[config.mk]
export PLATFORM = sky130hd
export DESIGN_NAME = efs_fifo_service
export DESIGN_NICKNAME = d
export VERILOG_FILES = /design/src/include/efs_pkg.sv /design/src/hw/efs_fifo_service.sv /design/src/hw/efs_mem.sv
export SDC_FILE = /design/constraint.sdc
export NUM_CORES = 1
export LEC_CHECK = 0
export BUFFER_PORTS_ARGS = -buffer_cell sky130_fd_sc_hd__buf_2
export CORE_UTILIZATION = 54
export CTS_BUF_LIST = sky130_fd_sc_hd__clkbuf_4 sky130_fd_sc_hd__clkbuf_8
export DETAILED_ROUTE_END_ITERATION = 10
export PLACE_DENSITY_LB_ADDON = 0.1
export REMOVE_ABC_BUFFERS = 1
export SLEW_MARGIN = 20
export SYNTH_ARGS = -nofsm -noshare
export SYNTH_HDL_FRONTEND = slang
export SYNTH_HIERARCHICAL = 1
export SYNTH_SLANG_ARGS = --single-unit
[constraint.sdc]
create_clock -name pclk -period 3.7 [get_ports pclk]
set_clock_uncertainty 0.05 [all_clocks]
set_input_delay 1.11 -clock pclk [delete_from_list [all_inputs] [get_ports pclk]]
set_output_delay 1.11 -clock pclk [all_outputs]
set_load 0.02 [all_outputs]
[src/include/efs_pkg.sv]
// Purpose: Shared constants and types for the parallel port FIFO service block
// Assumes: APB with 32-bit data, one aligned word per register
// Notes: Byte addresses of the control registers are local offsets

package efs_pkg;

    // Register byte offsets
    localparam logic [11:0] EFS_DATA_OFS = 12'h400;
    localparam logic [11:0] EFS_CMD_OFS = 12'h000;
    localparam logic [11:0] EFS_CTRL_OFS = 12'h004;
    localparam logic [11:0] EFS_STAT_OFS = 12'h008;
    localparam logic [11:0] EFS_PERI_OFS = 12'h00C;

    // Control field positions
    localparam int EFS_MODE_LSB = 0;
    localparam int EFS_DIR_BIT = 3;
    localparam int EFS_SVC_BIT = 4;
    localparam int EFS_DMA_BIT = 5;
    localparam int EFS_FLT_BIT = 6;
    localparam int EFS_ACK_BIT = 7;
    localparam int EFS_THR_LSB = 8;

    // Reset values
    localparam logic [2:0] EFS_MODE_RST = 3'h0;
    localparam logic [3:0] EFS_THR_RST = 4'h0;

    // Modes
    localparam logic [2:0] EFS_MODE_STD = 3'h0;
    localparam logic [2:0] EFS_MODE_BIDIR = 3'h1;
    localparam logic [2:0] EFS_MODE_FIFO = 3'h2;
    localparam logic [2:0] EFS_MODE_ECP = 3'h3;
    localparam logic [2:0] EFS_MODE_TEST = 3'h6;

    // FIFO geometry
    localparam int EFS_DEPTH = 16;
    localparam logic [4:0] EFS_DEPTH_C = 5'h10;
    localparam logic [4:0] EFS_THR_CAP = 5'h0F;

    // DMA burst limit and re-arm time
    localparam logic [5:0] EFS_BURST_MAX = 6'h20;
    localparam int EFS_CLK_PS = 4000;
    localparam int EFS_REARM_NS = 350;
    localparam int EFS_REARM_CYC_I = (EFS_REARM_NS * 1000 + EFS_CLK_PS - 1) / EFS_CLK_PS;
    localparam logic [7:0] EFS_REARM_CYC = 8'(EFS_REARM_CYC_I);

    // Interrupt pulse length
    localparam logic [2:0] EFS_IRQ_PULSE = 3'h4;

    typedef struct packed {
        logic [3:0] thr;
        logic ack_irq_enable;
        logic fault_irq_enable_n;
        logic dma_request_enable;
        logic service_disable;
        logic dir;
        logic [2:0] mode;
    } efs_ctrl_t;

    typedef struct packed {
        logic host_strobe_n;
        logic host_feed_n;
        logic host_init_n;
        logic host_select_n;
    } efs_ctl_pins_t;

endpackage : efs_pkg

[src/hw/efs_fifo_service.sv]
// Purpose: FIFO service logic for a parallel port in FIFO and extended modes
// Assumes: APB slave; pins synchronised here; peripheral byte engine outside
// Notes: Peripheral side is a valid/ready byte stream in both directions

`timescale 1ns/1ps

module efs_fifo_service
    import efs_pkg::*;
(
    // Clock and reset
    input wire logic pclk,
    input wire logic presetn,
    // APB slave
    input wire logic psel,
    input wire logic penable,
    input wire logic pwrite,
    input wire logic [11:0] paddr,
    input wire logic [31:0] pwdata,
    output logic [31:0] prdata,
    output logic pready,
    output logic pslverr,
    // ISA DMA pins
    input wire logic port_dma_ack_n,
    input wire logic dma_tc,
    input wire logic io_read_n,
    input wire logic [7:0] dma_wdata,
    output logic [7:0] dma_rdata,
    output logic port_dma_request,
    // Shared interrupt line, open drain
    output logic port_irq_out,
    output logic port_irq_oe,
    // Peripheral status pins
    input wire logic peripheral_fault_n,
    input wire logic peripheral_ack_n,
    // Control pin drive
    input wire efs_ctl_pins_t ctl_level,
    output efs_ctl_pins_t ctl_out,
    output efs_ctl_pins_t ctl_oe,
    // Forward stream to peripheral engine, bit 8 marks a command
    output logic [8:0] fwd_data,
    output logic fwd_valid,
    input wire logic fwd_ready,
    // Reverse stream from peripheral engine
    input wire logic [8:0] rev_data,
    input wire logic rev_valid,
    output logic rev_ready
);
    ////////////////////////////////////////////////////////////////////////
    efs_ctrl_t ctrl_r;
    logic [4:0] count_r;
    logic [3:0] wptr_r, rptr_r;
    logic [2:0] ack_s_r, flt_s_r, ior_s_r, tc_s_r;
    logic svc_prev_r, flt_en_prev_r;
    logic [7:0] rle_left_r;
    logic rle_hold_r;
    logic [5:0] burst_r;
    logic [7:0] rearm_r;
    logic tc_stop_r;
    logic [2:0] pulse_r;
    logic [8:0] rd_q;
    logic rd_valid_r;

    function automatic logic fifo_mode(input logic [2:0] m);
        fifo_mode = (m == EFS_MODE_FIFO) || (m == EFS_MODE_ECP) || (m == EFS_MODE_TEST);
    endfunction : fifo_mode

    ////////////////////////////////////////////////////////////////////////
    // Pin synchronisers: stage 0 is read only by stage 1
    always_ff @(posedge pclk or negedge presetn) begin
        if (!presetn) begin
            ack_s_r <= 3'h7;
            flt_s_r <= 3'h7;
            ior_s_r <= 3'h7;
            tc_s_r <= 3'h0;
        end else begin
            ack_s_r <= {ack_s_r[1:0], port_dma_ack_n};
            flt_s_r <= {flt_s_r[1:0], peripheral_fault_n};
            ior_s_r <= {ior_s_r[1:0], io_read_n};
            tc_s_r <= {tc_s_r[1:0], dma_tc};
        end
    end

    // Peripheral ack goes through its own three-stage chain
    logic [2:0] pack_s_r;
    always_ff @(posedge pclk or negedge presetn) begin
        if (!presetn) begin
            pack_s_r <= 3'h7;
        end else begin
            pack_s_r <= {pack_s_r[1:0], peripheral_ack_n};
        end
    end

    logic dack, dack_fall, ior_fall, tc_hit;
    assign dack = !ack_s_r[1];
    assign dack_fall = ack_s_r[2] && !ack_s_r[1];
    assign ior_fall = ior_s_r[2] && !ior_s_r[1];
    assign tc_hit = tc_s_r[1] && !tc_s_r[2] && dack;

    ////////////////////////////////////////////////////////////////////////
    // APB decode
    logic acc, wr, rd;
    assign acc = psel && penable;
    assign wr = acc && pwrite;
    assign rd = acc && !pwrite;
    assign pready = 1'b1;

    logic fifo_on, fwd_dir;
    assign fifo_on = fifo_mode(ctrl_r.mode);
    assign fwd_dir = !ctrl_r.dir;

    logic full, empty;
    assign full = (count_r == EFS_DEPTH_C);
    assign empty = (count_r == 5'h00);

    logic dma_active;
    assign dma_active = ctrl_r.dma_request_enable && !ctrl_r.service_disable;

    // DMA cycle strobe: acknowledge alone selects the FIFO
    logic dma_cyc;
    assign dma_cyc = dack_fall && dma_active && fifo_on;

    // Host push: APB to data/command port or a DMA write cycle
    logic push_host, pop_host;
    logic [8:0] push_word;
    assign push_host = fifo_on && fwd_dir && !full &&
        ((wr && (paddr == EFS_DATA_OFS || paddr == EFS_CMD_OFS)) || dma_cyc);
    assign push_word = dma_cyc ? {1'b0, dma_wdata} :
        {paddr == EFS_CMD_OFS, pwdata[7:0]};
    assign pop_host = fifo_on && !fwd_dir && !empty &&
        ((rd && paddr == EFS_DATA_OFS) || dma_cyc);

    // Reverse stream: command byte with bit 7 clear sets a repeat, data byte is expanded
    logic rev_take, rev_push;
    assign rev_ready = fifo_on && !fwd_dir && !full && !rle_hold_r;
    assign rev_take = rev_valid && rev_ready;
    assign rev_push = (rev_take && !rev_data[8]) || (rle_hold_r && !full);

    logic rle_load;
    assign rle_load = rev_take && rev_data[8] && !rev_data[7];

    always_ff @(posedge pclk or negedge presetn) begin
        if (!presetn) begin
            rle_left_r <= 8'h00;
            rle_hold_r <= 1'b0;
        end else if (!fifo_on) begin
            rle_left_r <= 8'h00;
            rle_hold_r <= 1'b0;
        end else if (rle_load) begin
            rle_left_r <= {1'b0, rev_data[6:0]};
        end else if (rev_take && !rev_data[8] && rle_left_r != 8'h00) begin
            rle_hold_r <= 1'b1;
        end else if (rle_hold_r && !full) begin
            rle_left_r <= rle_left_r - 8'h01;
            rle_hold_r <= (rle_left_r != 8'h01);
        end
    end

    logic [8:0] rev_byte_r;
    always_ff @(posedge pclk or negedge presetn) begin
        if (!presetn) begin
            rev_byte_r <= 9'h000;
        end else if (rev_take && !rev_data[8]) begin
            rev_byte_r <= rev_data;
        end
    end

    // Forward stream drains to the peripheral engine
    logic fwd_pop;
    assign fwd_pop = fifo_on && fwd_dir && rd_valid_r && fwd_ready && ctrl_r.mode != EFS_MODE_TEST;

    logic push, pop;
    logic [8:0] wdat;
    assign push = push_host || rev_push;
    assign wdat = rev_push ? (rle_hold_r ? rev_byte_r : rev_data) : push_word;
    assign pop = pop_host || fwd_pop;

    ////////////////////////////////////////////////////////////////////////
    // FIFO pointers; registered read data holds the head word
    always_ff @(posedge pclk or negedge presetn) begin
        if (!presetn) begin
            wptr_r <= 4'h0;
            rptr_r <= 4'h0;
            count_r <= 5'h00;
        end else if (!fifo_on) begin
            wptr_r <= 4'h0;
            rptr_r <= 4'h0;
            count_r <= 5'h00;
        end else begin
            if (push) begin
                wptr_r <= wptr_r + 4'h1;
            end
            if (pop) begin
                rptr_r <= rptr_r + 4'h1;
            end
            count_r <= count_r + {4'h0, push} - {4'h0, pop};
        end
    end

    // Head word valid one cycle after pointer settles
    always_ff @(posedge pclk or negedge presetn) begin
        if (!presetn) begin
            rd_valid_r <= 1'b0;
        end else begin
            rd_valid_r <= !empty && !pop && !(push && count_r == 5'h00);
        end
    end

    efs_mem u_mem (
        .pclk(pclk),
        .we(push),
        .waddr(wptr_r),
        .wdata(wdat),
        .raddr(rptr_r),
        .rdata(rd_q)
    );

    assign fwd_data = rd_q;
    assign fwd_valid = fifo_on && fwd_dir && rd_valid_r && ctrl_r.mode != EFS_MODE_TEST;
    assign dma_rdata = rd_q[7:0];

    ////////////////////////////////////////////////////////////////////////
    // Threshold arithmetic
    logic [4:0] thr_eff, trigger;
    assign thr_eff = ({1'b0, ctrl_r.thr} == EFS_THR_CAP) ? EFS_THR_CAP :
        {1'b0, ctrl_r.thr} + 5'h01;
    assign trigger = EFS_DEPTH_C - thr_eff;

    logic svc_cond;
    always_comb begin
        svc_cond = 1'b0;
        if (fifo_on && !ctrl_r.dma_request_enable) begin
            if (fwd_dir) begin
                svc_cond = (EFS_DEPTH_C - count_r) >= trigger;
            end else begin
                svc_cond = count_r >= trigger;
            end
        end
    end

    logic svc_prev_cond_r;
    always_ff @(posedge pclk or negedge presetn) begin
        if (!presetn) begin
            svc_prev_r <= 1'b1;
            svc_prev_cond_r <= 1'b0;
            flt_en_prev_r <= 1'b1;
        end else begin
            svc_prev_r <= ctrl_r.service_disable;
            svc_prev_cond_r <= svc_cond;
            flt_en_prev_r <= ctrl_r.fault_irq_enable_n;
        end
    end

    // Service event: rising condition, or enable found it already true
    logic svc_evt, tc_evt, flt_evt, ack_evt, irq_evt;
    assign svc_evt = !ctrl_r.service_disable && svc_cond &&
        (!svc_prev_cond_r || svc_prev_r);
    assign tc_evt = tc_hit && dma_active;
    assign flt_evt = !ctrl_r.fault_irq_enable_n &&
        ((flt_s_r[2] && !flt_s_r[1]) || (flt_en_prev_r && !flt_s_r[1]));
    assign ack_evt = ctrl_r.ack_irq_enable && !pack_s_r[2] && pack_s_r[1];
    assign irq_evt = svc_evt || tc_evt || flt_evt || ack_evt;

    // Short low pulse, then release so the line can be shared
    always_ff @(posedge pclk or negedge presetn) begin
        if (!presetn) begin
            pulse_r <= 3'h0;
        end else if (irq_evt) begin
            pulse_r <= EFS_IRQ_PULSE;
        end else if (pulse_r != 3'h0) begin
            pulse_r <= pulse_r - 3'h1;
        end
    end
    assign port_irq_out = 1'b0;
    assign port_irq_oe = (pulse_r != 3'h0);

    ////////////////////////////////////////////////////////////////////////
    // Control register; terminal count wins over a software write
    always_ff @(posedge pclk or negedge presetn) begin
        if (!presetn) begin
            ctrl_r <= '{thr: EFS_THR_RST, ack_irq_enable: 1'b0, fault_irq_enable_n: 1'b1,
                dma_request_enable: 1'b0, service_disable: 1'b1, dir: 1'b0, mode: EFS_MODE_RST};
        end else begin
            if (wr && paddr == EFS_CTRL_OFS) begin
                ctrl_r.mode <= pwdata[EFS_MODE_LSB +: 3];
                ctrl_r.dir <= pwdata[EFS_DIR_BIT];
                ctrl_r.service_disable <= pwdata[EFS_SVC_BIT];
                ctrl_r.dma_request_enable <= pwdata[EFS_DMA_BIT];
                ctrl_r.fault_irq_enable_n <= pwdata[EFS_FLT_BIT];
                ctrl_r.ack_irq_enable <= pwdata[EFS_ACK_BIT];
                ctrl_r.thr <= pwdata[EFS_THR_LSB +: 4];
            end
            if (tc_evt) begin
                ctrl_r.service_disable <= 1'b1;
            end
        end
    end

    ////////////////////////////////////////////////////////////////////////
    // DMA request: burst limit and re-arm after acknowledge idles
    always_ff @(posedge pclk or negedge presetn) begin
        if (!presetn) begin
            burst_r <= 6'h00;
            rearm_r <= 8'h00;
        end else if (burst_r == EFS_BURST_MAX) begin
            if (dack) begin
                rearm_r <= 8'h00;
            end else if (rearm_r == EFS_REARM_CYC) begin
                burst_r <= 6'h00;
                rearm_r <= 8'h00;
            end else begin
                rearm_r <= rearm_r + 8'h01;
            end
        end else if (dma_cyc) begin
            burst_r <= burst_r + 6'h01;
        end else if (!port_dma_request) begin
            burst_r <= 6'h00;
        end
    end

    always_ff @(posedge pclk or negedge presetn) begin
        if (!presetn) begin
            tc_stop_r <= 1'b0;
        end else if (tc_hit) begin
            tc_stop_r <= 1'b1;
        end else if (!ctrl_r.service_disable) begin
            tc_stop_r <= 1'b0;
        end
    end

    // Last byte: drop on acknowledge, or on read strobe if none seen
    logic last_byte;
    assign last_byte = !fwd_dir ? (count_r == 5'h01) : (count_r == 5'h0F);

    logic want;
    assign want = fwd_dir ? !full : !empty;
    assign port_dma_request = dma_active && fifo_on && want && !tc_stop_r && !tc_hit &&
        (burst_r != EFS_BURST_MAX) && !(last_byte && (dack || ior_fall));

    ////////////////////////////////////////////////////////////////////////
    // Control pin drivers: open-collector only in standard mode
    always_comb begin
        ctl_out = ctl_level;
        if (ctrl_r.mode == EFS_MODE_STD) begin
            ctl_out = '0;
            ctl_oe = ~ctl_level;
        end else begin
            ctl_oe = '1;
        end
    end

    ////////////////////////////////////////////////////////////////////////
    // Read data
    always_ff @(posedge pclk or negedge presetn) begin
        if (!presetn) begin
            prdata <= 32'h00000000;
        end else if (psel && !penable && !pwrite) begin
            case (paddr)
                EFS_CTRL_OFS: prdata <= {20'h00000, ctrl_r};
                EFS_STAT_OFS: prdata <= {24'h000000, svc_cond, port_dma_request, full, empty, count_r[3:0]};
                EFS_PERI_OFS: prdata <= {30'h00000000, pack_s_r[1], flt_s_r[1]};
                EFS_DATA_OFS: prdata <= {23'h000000, rd_q};
                default: prdata <= 32'h00000000;
            endcase
        end
    end

    assign pslverr = acc && !(paddr == EFS_DATA_OFS || paddr == EFS_CMD_OFS || paddr == EFS_CTRL_OFS ||
        paddr == EFS_STAT_OFS || paddr == EFS_PERI_OFS);
endmodule : efs_fifo_service

[src/hw/efs_mem.sv]
// Purpose: 16 x 9 storage for the transfer FIFO, registered read data
// Assumes: One write and one read port on pclk
// Notes: Bit 8 marks a command byte

`timescale 1ns/1ps

module efs_mem (
    // Clock
    input wire logic pclk,
    // Write port
    input wire logic we,
    input wire logic [3:0] waddr,
    input wire logic [8:0] wdata,
    // Read port
    input wire logic [3:0] raddr,
    output logic [8:0] rdata
);
    logic [8:0] mem_r [0:15];

    always_ff @(posedge pclk) begin
        if (we) begin
            mem_r[waddr] <= wdata;
        end
    end

    always_ff @(posedge pclk) begin
        rdata <= mem_r[raddr];
    end
endmodule : efs_mem

======== Word level (Yosys, flattened, before mapping) ========
Memories as Yosys holds them, arrays and structs flattened. A register that Yosys moved wholly into a read port is not among the register bits.
Cells that the tools add are included.
storage, ports and cells
  register bits ........................... 112
  latch bits .............................. 0
  bits in writable memories ............... 144
  memory bits (read-only) ................. 0
  input bits .............................. 77
  logic and storage cells ................. 210
  memories kept ........................... 1
operators by class
  $add $sub $neg .......................... 11
  multipliers ............................. 0
  divide/modulo/power cells ............... 0
  magnitude comparators ................... 2
  equality and inequality tests ........... 26
  shift operators ......................... 0
  mux-type cells .......................... 39
  bitwise logic cells ..................... 1
  reductions and logical operators ........ 103
memories
  memory       words  width  rd ports  clocked after memory_dff  wr ports  RTL line       RTL
  u_mem.mem_r  16     9      1         1                         1         efs_mem.sv:18  logic [8:0] mem_r [0:15];
operators with widths
  cell                    number
  $logic_and A1 B1 Y1     53
  $mux W8                 6
  $pmux W12 S4            1
  $mux W6                 5
  $mux W9                 3
  $eq A12 B4 Y1 const B   2
  $mux W4                 6
  $logic_not A1 Y1        23
  $logic_or A1 B1 Y1      17
  $mux W5                 3
  $mux W1                 13
  $eq A12 B11 Y1 const B  1
  $eq A12 B3 Y1 const B   1
  $logic_not A12 Y1       1
  $ge A5 B5 Y1            2
  $sub A5 B5 Y5 const A   2
  $ne A3 B1 Y1 const B    3
  $add A4 B1 Y4 const B   2
  $add A8 B1 Y8 const B   1
  $eq A8 B7 Y1 const B    1
  $ne A2 B1 Y1 const B    4
  $ne A8 B1 Y1 const B    1
  $reduce_bool A8 Y1      1
  $sub A8 B1 Y8 const B   1
  other kinds (23)        29

======== Depth between registers and ports, before layout ========
Gate-level depths: netlist (run 1).
  word-level depth ........................ 13
  gate-level depth with buffers ........... 14

======== Hierarchy ========
The synthesis (run 1) kept the hierarchy.
modules (own cells, without submodules)
  module            instances  cells each  area each (µm²)
  efs_mem           1          254         5780.5
  efs_fifo_service  1          551         5481.5

======== Worst setup path after synthesis (run 1) ========
Ideal clock, no wire load.
  kind .................................... input port to flip-flop
  start point ............................. input port paddr[1]
  end point ............................... memory u_mem.mem_r[0][0], enable pin
  setup time .............................. 387 ps
  arrival ................................. 3364 ps
  required time ........................... 3263 ps
  setup slack ............................. -101 ps
  stages on the path ...................... 7
  cells stage by stage .................... nor4_4 nand3_4 o41ai_2 a21oi_2 inv_1 or3b_2 nor3_1
between the ends
  longest elaborated chain between the ends .. 8
ends and longest elaborated chain
  item                                                        RTL line                 RTL
  start, declared                                             efs_fifo_service.sv:17   input wire logic [11:0] paddr,
  $eq A12 B11 Y1 / $logic_not A12 Y1 (equally long branches)  efs_fifo_service.sv:126  ((wr && (paddr == EFS_DATA_OFS || paddr == EFS_CMD_OFS)) || dma_cyc);
  $logic_or A1 B1 Y1 (*)                                      efs_fifo_service.sv:126
  $logic_and A1 B1 Y1 (*)                                     efs_fifo_service.sv:126
  $logic_or A1 B1 Y1 (*)                                      efs_fifo_service.sv:126
  $logic_and A1 B1 Y1 (*)                                     efs_fifo_service.sv:125  assign push_host = fifo_on && fwd_dir && !full &&
  $logic_or A1 B1 Y1 (*)                                      efs_fifo_service.sv:173  assign push = push_host || rev_push;
  named net push                                              efs_fifo_service.sv:171  logic push, pop;
  $mux W1 (*)                                                 efs_mem.sv:21            if (we) begin
  $mux W1 (not written as such) (*)                           efs_mem.sv:22            mem_r[waddr] <= wdata;
  end, declared                                               efs_mem.sv:18
Mark *: on every way through the listed nets, which the timed path passes. The rest lies on a longest branch.

======== Worst setup path in the final report (run 1) ========
  start point ............................. register count_r[1]
  end point ............................... output port port_dma_request
between the ends
  longest elaborated chain between the ends .. 8
ends and longest elaborated chain
  item                                                     RTL line                                          RTL
  start, declared                                          efs_fifo_service.sv:50                            logic [4:0] count_r;
  start signal, assigned                                   efs_fifo_service.sv:195                           count_r <= count_r + {4'h0, push} - {4'h0, pop};
  $eq A5 B5 Y1 / $logic_not A5 Y1 (equally long branches)  efs_fifo_service.sv:112, efs_fifo_service.sv:113
  $logic_not A1 Y1                                         efs_fifo_service.sv:335                           assign want = fwd_dir ? !full : !empty;
  $mux W1                                                  efs_fifo_service.sv:335
  $logic_and A1 B1 Y1 (4 in series)                        efs_fifo_service.sv:336                           assign port_dma_request = dma_active && fifo_on && want && !tc_stop_r && !tc_hit &&
  $logic_and A1 B1 Y1 (*)                                  efs_fifo_service.sv:337                           (burst_r != EFS_BURST_MAX) && !(last_byte && (dack || ior_fall));
  end, declared                                            efs_fifo_service.sv:28                            output logic port_dma_request,
Mark *: on every way between the ends. The rest lies on a longest branch, timed or not.

==> results.toml, run 1 <==
[outcome]
outcome = "complete, no violations"

[logic_synthesis]
yosys_warnings = 6
synthAdderAreaFrac = 0.03400
synthXorXnorAreaFrac = 0.01944
muxShareOfSynthArea = 0.1165
async_flop_share = 0.3755
yosysUniqueCellTypes = 77
syn_avg_cell_area_um2 = 13.99
postSynthCellCount = 805
synth-simple-area-share = 0.1083
syn_area_um2 = 11260
yosys.area.top_type = "edfxtp_1"
synth_compound_area_frac = 0.06721
synth_most_common_cell = "edfxtp_1"
synth_edf_count = 144
yosys.area.top_type_share = 0.3840
synth_top_family_by_area = "multiplexers"
synth-main-ff-cell = "edfxtp_1"
synth.top_cells.by_count = "edfxtp_1, dfrtp_1, nand2_1, nor2_1, buf_4"
ys_seq_area_frac = 0.6062
synth_area_leaders = "edfxtp_1, dfrtp_1, mux4_2"
synth-seq-cells = 245

[die]
row_count = 52
io_pins = 141
core_area_um2 = 20360
fp.dieArea_um2 = 21440
start_util = 0.5530
die_x_um = 146.4
die_y_um = 146.4

[place]
place_congestion = 0.8306
dp_hpwl_um = 17100
portBuffers = 98

[critical_path]
end_kind = "primary output"
critPathKind = "reg -> out"
critical_path.max_fanout = 2
start_kind = "flip-flop"
regToRegStartpoint = "count_r[1]$_DFF_PN0_"
startpoint = "count_r[1]$_DFF_PN0_"
critPathRequiredTime_ps = 2540
worstPathArrival_ps = 2480

[layout]
syn_to_final_growth_pct = 16.24
multi_input_area_um2 = 4050
nets = 1066
fill_cells = 1523
diodes = 0
utilization = 0.6428
layout-drive-gt1-share = 0.3236
seqCellArea_um2 = 6829

[sta]
maxSlewViolCount = 0
maxSlewHeadroom = 0.3668
rsz0062_at_grt = "false"
setup_viol = 0
fmax_mhz = 274.9
finalCriticalPeriod_ps = 3637
worst_slew_pin_slew_ps = 949.8
fin_crit_sh = 0.9831
tns_ps = 0
hold_slack_ps = 305.7
hold_violations = 0

[global_route]
grt_max_degree = 68
track_usage = 0.2421
grt_pass1_vias = 7266
antenna_found_initial = 0
grt_first_pass_wirelength_um = 39630
grt_remaining_overflow = 0

[worst_hold_path]
min_from = "ack_s_r[0]$_DFF_PN1_"
hold_class = "reg -> reg"

[route]
drt_iter0_drc = 501
vias = 7123
drtPass1Iterations = 5
antenna_left = 0
drc = 0
wire_per_inst_um = 20.04
via_per_inst = 5.644
wl_um = 25290

[clock_tree]
cts.sinks = 245
clkTransAtPathRegs_ps = 60
clock_latency_ps = 540
cts_root_buf = "clkbuf_8"
clockBufferDepth = 3
htreeDepth = 2
cts_buffers = 41
tritoncts = "built"

[power]
total_power_w = 0.005612
power_leakage_nw = 5.155
ir_worst_vdd_uv = 316.8
p_per_area_nw_per_um2 = 428.7

[run]
maxCapViolations = 0
[kinds of logic after synthesis]
family / count (synthesis)
xor gates and xnor gates: 25
adders and majority gates: 30
muxes: 74
AOI/OAI and AO/OA: 108
and+or+nand+nor: 233
DFF: 245
buffers and inverters: 88
other: 2
[registers in the layout (all words and copies together), names as in the netlist]
| signal | count |
|---|---|
| ack_s_r | 3 |
| wptr_r | 4 |
| u_mem/rdata | 9 |
| svc_prev_cond_r | 1 |
| rearm_r | 8 |
| svc_prev_r | 1 |
| ctrl_r | 12 |
| rptr_r | 4 |
| ior_s_r | 3 |
| burst_r | 6 |
| flt_en_prev_r | 1 |
| rd_valid_r | 1 |
| prdata | 12 |
| u_mem/mem_r | 144 |
| rle_left_r | 8 |
| pulse_r | 3 |
| pack_s_r | 3 |
| count_r | 5 |
| tc_s_r | 3 |
| rev_byte_r | 9 |
| flt_s_r | 3 |
| tc_stop_r | 1 |
| rle_hold_r | 1 |
[power by group]
part / switching, W / internal, W
clock network: 0.00105 / 0.00135
logic: 0.000170 / 0.0000945
registers: 0.0000189 / 0.00293
total: 0.00124 / 0.00437
[path summary, 6_finish.rpt]
check,slack (ps),depth (start not counted),to
min in group asynchronous,440,1,ctrl_r[9]$_DFFE_PN0P_
hold reg to reg,310,0,ack_s_r[1]$_DFF_PN1_
setup reg to reg,300,14,count_r[4]$_DFF_PN0_
hold / removal,310,0,ack_s_r[1]$_DFF_PN1_
setup / recovery,60,8,port_dma_request
max in group asynchronous,2430,2,ctrl_r[4]$_DFFE_PN1P_
[cell type report]
cell class | instances | share of cell area
multi-input combinational | 492 | 0.3094
timing repair buffer | 153 | 0.07130
inverter | 26 | 0.007455
tap | 270 | 0.02581
clock inverter | 11 | 0.004683
sequential | 245 | 0.5216
clock buffer | 65 | 0.05973
[per-stage QoR]
stage / cell area, um2 / setup slack (ps) / instances
2_1_floorplan: 10900 / -111.5 / 763
3_3_place_gp: 12150 / -7.714 / 1181
3_5_place_dp: 12150 / -50.92 / 1181
4_1_cts: 13080 / -86.26 / 1261
5_1_grt: 13090 / 5.097 / 1262
6_report: 13090 / 62.55 / 1262
[placed cells by master (no fill, tap or decap), types with 20 or more instances in the layout]
cell type	synthesis	routed
nor2_1	53	53
edfxtp_1	144	144
buf_4	31	55
mux4_2	21	21
mux2_2	20	20
buf_2	6	96
nand2_1	70	70
clkbuf_8	1	47
conb_1	2	22
dfrtp_1	76	74
o21ai_0	28	28
ha_1	29	25
inv_1	26	23
[routing by layer]
layer	wire length, um	vias up	track usage
li1	-	3281	-
met1	10650	3578	0.3216
met2	12830	230	0.4143
met3	1332	34	0.04094
met4	473	0	0.06406
met5	0	-	0
[worst max-delay path: stages (launching register included)]
cell,delay (ps)
dfrtp_1,360
inv_2,60
ha_4,160
and2_4,170
ha_4,170
mux2_2,260
or3_4,370
nor4_4,190
buf_4,190
[timing repair]
action / 4_1_cts / 5_1_grt
resized for setup: 15 / 1
setup endpoints to repair: 2 / 1
endpoints found under the hold margin: 0 / 0
pin swaps: 3 / 1
buffers inserted: 4 / 1
hold buffers: 0 / 0
Power figures use the tool's default switching activity.
==> run 2, diff against run 1 <==
--- a/constraint.sdc
+++ b/constraint.sdc
@@ -4,2 +4,2 @@
 set_output_delay 1.11 -clock pclk [all_outputs]
-set_load 0.02 [all_outputs]
+set_load 0.01 [all_outputs]
==> results.toml, run 2 (same netlist as run 1, synthesis figures left out) <==
[die]
row_count = 52
io_pins = 141
start_util = 0.5530
core_area_um2 = 20360
die_y_um = 146.4
fp.dieArea_um2 = 21440
die_x_um = 146.4

[route]
drtPass1Iterations = 6
drt_iter0_drc = 447
antenna_left = 0
via_per_inst = 5.694
wire_per_inst_um = 19.98
drc = 0
wl_um = 25240
vias = 7191

[power]
p_sw_w = 0.001209
switching_share = 0.2117
power_leakage_nw = 5.190
p_int_w = 0.004500
p_seq_frac = 0.517
p_per_area_nw_per_um2 = 433.8
clock_power_share = 0.441
total_power_w = 0.005709
combPwrFrac = 0.042
ir_worst_vdd_uv = 318.3

[sta]
fin_crit_sh = 0.9747
rsz0062_at_grt = "false"
worst_slew_pin_slew_ps = 968.7
fin_ws_ps = 93.62
hold_violations = 0
maxSlewViolCount = 0
setup_viol = 0
maxSlewHeadroom = 0.3542
finalCriticalPeriod_ps = 3606
tns_ps = 0
fmax_mhz = 277.3

[critical_path]
cp_num_buf_inv = 2
crit_chain = "inv_2, ha_4, and2_4, ha_4, mux2_4, or3_4, nor4_4, buf_2"
reg2reg_depth = 14
reg2reg_setup_slack_ps = 280
crit_top_cell = "ha_4"
worstPathArrival_ps = 2450
critPathRequiredTime_ps = 2540
critical_path.max_fanout = 3
start_kind = "flip-flop"
reg2reg_to = "count_r[4]$_DFF_PN0_"
critical-path-max-stage-delay_ps = 380
end_kind = "primary output"
regToRegStartpoint = "count_r[2]$_DFF_PN0_"
critPathKind = "reg -> out"
cp_top_family = "simple AND/OR/NAND/NOR gates"
slowest_stage = "or3_4"

[clock_tree]
clkTransAtPathRegs_ps = 60
cts.sinks = 245
clockBufferDepth = 3
clock_latency_ps = 550
tritoncts = "built"
holdBufCountCts = 0
htreeDepth = 2
cts_buffers = 42
cts_root_buf = "clkbuf_8"

[global_route]
grt_max_degree = 68
grt_first_pass_wirelength_um = 39990
track_usage = 0.2448
antenna_found_initial = 0
grt_remaining_overflow = 0
grt_pass1_vias = 7302

[place]
dp_hpwl_um = 17150
portBuffers = 98
placed_cell_area_um2 = 12150
place_ws_ps = -59.97
place_congestion = 0.8313

[worst_hold_path]
holdPathEnd = "ior_s_r[1]$_DFF_PN1_"
hold_class = "reg -> reg"
min_from = "ior_s_r[0]$_DFF_PN1_"
min_path_cells = 0

[layout]
diodes = 0
regMostFlops = "u_mem/mem_r"
largestRegisters = "u_mem/mem_r (144), ctrl_r (12), prdata (12)"
largest_register_ffs = 144
syn_to_final_growth_pct = 16.84
final_common_cell = "edfxtp_1"
nets = 1070
layout-drive-gt1-share = 0.3273
final_cell_mix = "edfxtp_1, buf_2, dfrtp_1"
fin_area_um2 = 13160

[outcome]
outcome = "complete, no violations"

[run]
maxCapViolations = 0
run 2: cell types whose count changed in the layout (fill, tap and decap cells not counted), sizes merged:
cell      change
bufinv        +2
buf           +3
clkinvlp      -1
clkinv        -3
run 2: per-stage QoR:
| step | hold WS, ps | util | instances |
|---|---|---|---|
| 6_report | 311.3 | 0.6462 | 1263 |
| 5_1_grt | 318.2 | 0.6462 | 1263 |
| 4_1_cts | 307.9 | 0.6443 | 1260 |
| 3_5_place_dp | 291.3 | 0.5964 | 1181 |
| 3_3_place_gp | 293.8 | 0.5964 | 1181 |
| 2_1_floorplan | 281.2 | - | 763 |
run 2: power by group through the flow:
stage,registers (W),clock network [W],logic [W]
after global placement,0.00300,0,0.000230
after floorplan,0.00300,0,0.000119
final,0.00295,0.00252,0.000242
after detailed placement,0.00300,0,0.000243
after CTS,0.00295,0.00258,0.000245
after global routing,0.00295,0.00271,0.000273
run 2: how the worst max path moves through the flow:
stage	cells after the start	slack (ps)	from	endpoint
floorplan	7	-110	paddr[1]	u_mem/mem_r[0][0]$_DFFE_PP_
global placement	12	-8	paddr[1]	count_r[4]$_DFF_PN0_
detailed placement	12	-60	paddr[1]	count_r[4]$_DFF_PN0_
CTS	8	-80	count_r[1]$_DFF_PN0_	port_dma_request
global route	8	20	count_r[2]$_DFF_PN0_	port_dma_request
finish	8	90	count_r[2]$_DFF_PN0_	port_dma_request
run 2: layout make-up:
type,instances,area (um2)
inverters,26,97.59
well taps,270,337.8
repair buffers,156,953.4
multi-input cells,492,4064
clock buffers,65,775.7
clock inverters,9,101.3
fillers,1493,7206
flip-flops and latches,245,6829
run 2: per-layer routing:
metal  global-route usage  vias to the layer above  routed length, um
met4              0.08490                        0                605
met5                    0                        -                  0
met1               0.3203                     3611              10090
met2               0.4138                      247              12890
met3              0.04281                       45               1658
li1                     -                     3288                  -
run 2: repair_timing:
item,4_1_cts,5_1_grt
endpoints found under the setup margin,1,1
buffers inserted,5,3
gates resized for setup,15,3
endpoints found under the hold margin,0,0
pin swaps,5,3
==> run 3, diff against run 2 <==
CORE_UTILIZATION = 55   (was 54)
clock period = 4.1 ns   (was 3.7 ns; I/O delays follow)
==> results.toml, run 3 (same netlist as run 1, synthesis figures left out) <==
[power]
power_leakage_nw = 5.045
ir_worst_vdd_uv = 303.9
p_per_area_nw_per_um2 = 385.8
total_power_w = 0.004972

[clock_tree]
clock_latency_ps = 550
clkTransAtPathRegs_ps = 60
cts.sinks = 245
tritoncts = "built"
clockBufferDepth = 3
cts_buffers = 40
htreeDepth = 2
cts_root_buf = "clkbuf_8"

[layout]
largestRegisters = "u_mem/mem_r (144), ctrl_r (12), prdata (12)"
diodes = 0
regMostFlops = "u_mem/mem_r"
largest_register_ffs = 144
syn_to_final_growth_pct = 14.42
final_common_cell = "edfxtp_1"
nets = 1053
layout-drive-gt1-share = 0.2989
final_cell_mix = "edfxtp_1, buf_2, dfrtp_1"

[outcome]
outcome = "complete, no violations"

[sta]
fin_crit_sh = 0.9674
hold_violations = 0
fmax_mhz = 252.1
setup_viol = 0
maxSlewViolCount = 0
maxSlewHeadroom = 0.2589
rsz0062_at_grt = "false"
tns_ps = 0
worst_slew_pin_slew_ps = 1112
finalCriticalPeriod_ps = 3966

[critical_path]
critical_path.max_fanout = 5
critPathKind = "reg -> out"
reg2reg_depth = 13
critPathRequiredTime_ps = 2820
worstPathArrival_ps = 2690
start_kind = "flip-flop"
critical-path-max-stage-delay_ps = 420
crit_top_cell = "ha_1"
slowest_stage = "dfrtp_2"
end_kind = "primary output"
crit_chain = "inv_1, ha_1, and2_1, ha_1, mux2_2, or3_1, nor4_4, buf_2"

[route]
drt_iter0_drc = 421
via_per_inst = 5.730
wire_per_inst_um = 20.03
antenna_left = 0
wl_um = 24870
vias = 7117
drc = 0
drtPass1Iterations = 5

[run]
maxCapViolations = 0

[die]
start_util = 0.5693
die_x_um = 145.1
fp.dieArea_um2 = 21050
io_pins = 141
core_area_um2 = 19780
die_y_um = 145.1
row_count = 51

[worst_hold_path]
hold_class = "reg -> reg"
min_path_cells = 0

[global_route]
grt_pass1_vias = 7190
grt_max_degree = 93
antenna_found_initial = 0
grt_remaining_overflow = 0
track_usage = 0.2406
grt_first_pass_wirelength_um = 39100

[place]
place_congestion = 0.8517
dp_hpwl_um = 17180
portBuffers = 98
==> run 3: what timing repair did <==
item	4_1_cts	5_1_grt
buffers inserted	1	2
gates cloned	0	0
resized for setup	4	1
endpoints found under the setup margin	1	1
hold buffers	0	0
==> run 3: power by group <==
group	switching, W	internal (W)
clock network	0.000964	0.00114
logic	0.000131	0.0000822
registers	0.0000153	0.00264
total	0.00111	0.00386
==> run 3: worst max-delay path, delay by kind of cell (launching register included) <==
kind	cells	cell delay, ps
AND/OR/NAND/NOR	3	730
adder cells (fa/ha/maj)	2	450
flip-flops	1	420
multiplexers	1	280
buffers and inverters	2	260
==> run 3: final cells by class <==
cell class | instances | area [um2]
Inverter | 26 | 97.59
Clock buffer | 54 | 668.1
Tap cell | 265 | 331.6
Fill cell | 1452 | 6895
Sequential cell | 245 | 6832
Clock inverter | 19 | 130.1
Multi-Input combinational cell | 492 | 3999
Timing Repair Buffer | 141 | 828.3
==> run 3: through the flow <==
step                      instance area (um2)  cells  hold WS (ps)    util  setup WS, ps
after floorplan                         10900    763         281.2       -         168.5
after global placement                  12050   1166         297.9  0.6092         203.2
after detailed placement                12050   1166         297.2  0.6092         138.7
after CTS                               12870   1240         307.5  0.6505         61.81
after global routing                    12890   1242         311.0  0.6514         47.11
final                                   12890   1242         306.3  0.6514         133.6
==> run 3: path summary, 6_finish.rpt <==
check | start | end | slack, ps
worst min-delay path | pack_s_r[0]$_DFF_PN1_ | pack_s_r[1]$_DFF_PN1_ | 310
min in group asynchronous | presetn | ctrl_r[10]$_DFFE_PN0P_ | 660
worst min register to register | pack_s_r[0]$_DFF_PN1_ | pack_s_r[1]$_DFF_PN1_ | 310
worst max-delay path | count_r[0]$_DFF_PN0_ | port_dma_request | 130
worst max register to register | count_r[0]$_DFF_PN0_ | count_r[4]$_DFF_PN0_ | 650
max in group asynchronous | presetn | ack_s_r[0]$_DFF_PN1_ | 2900
==> run 3: per-layer routing <==
layer | routed length [um] | global-route usage
met1 | 10160 | 0.3091
met2 | 12770 | 0.4173
met3 | 1371 | 0.03774
met4 | 571 | 0.08000
met5 | 0 | 0
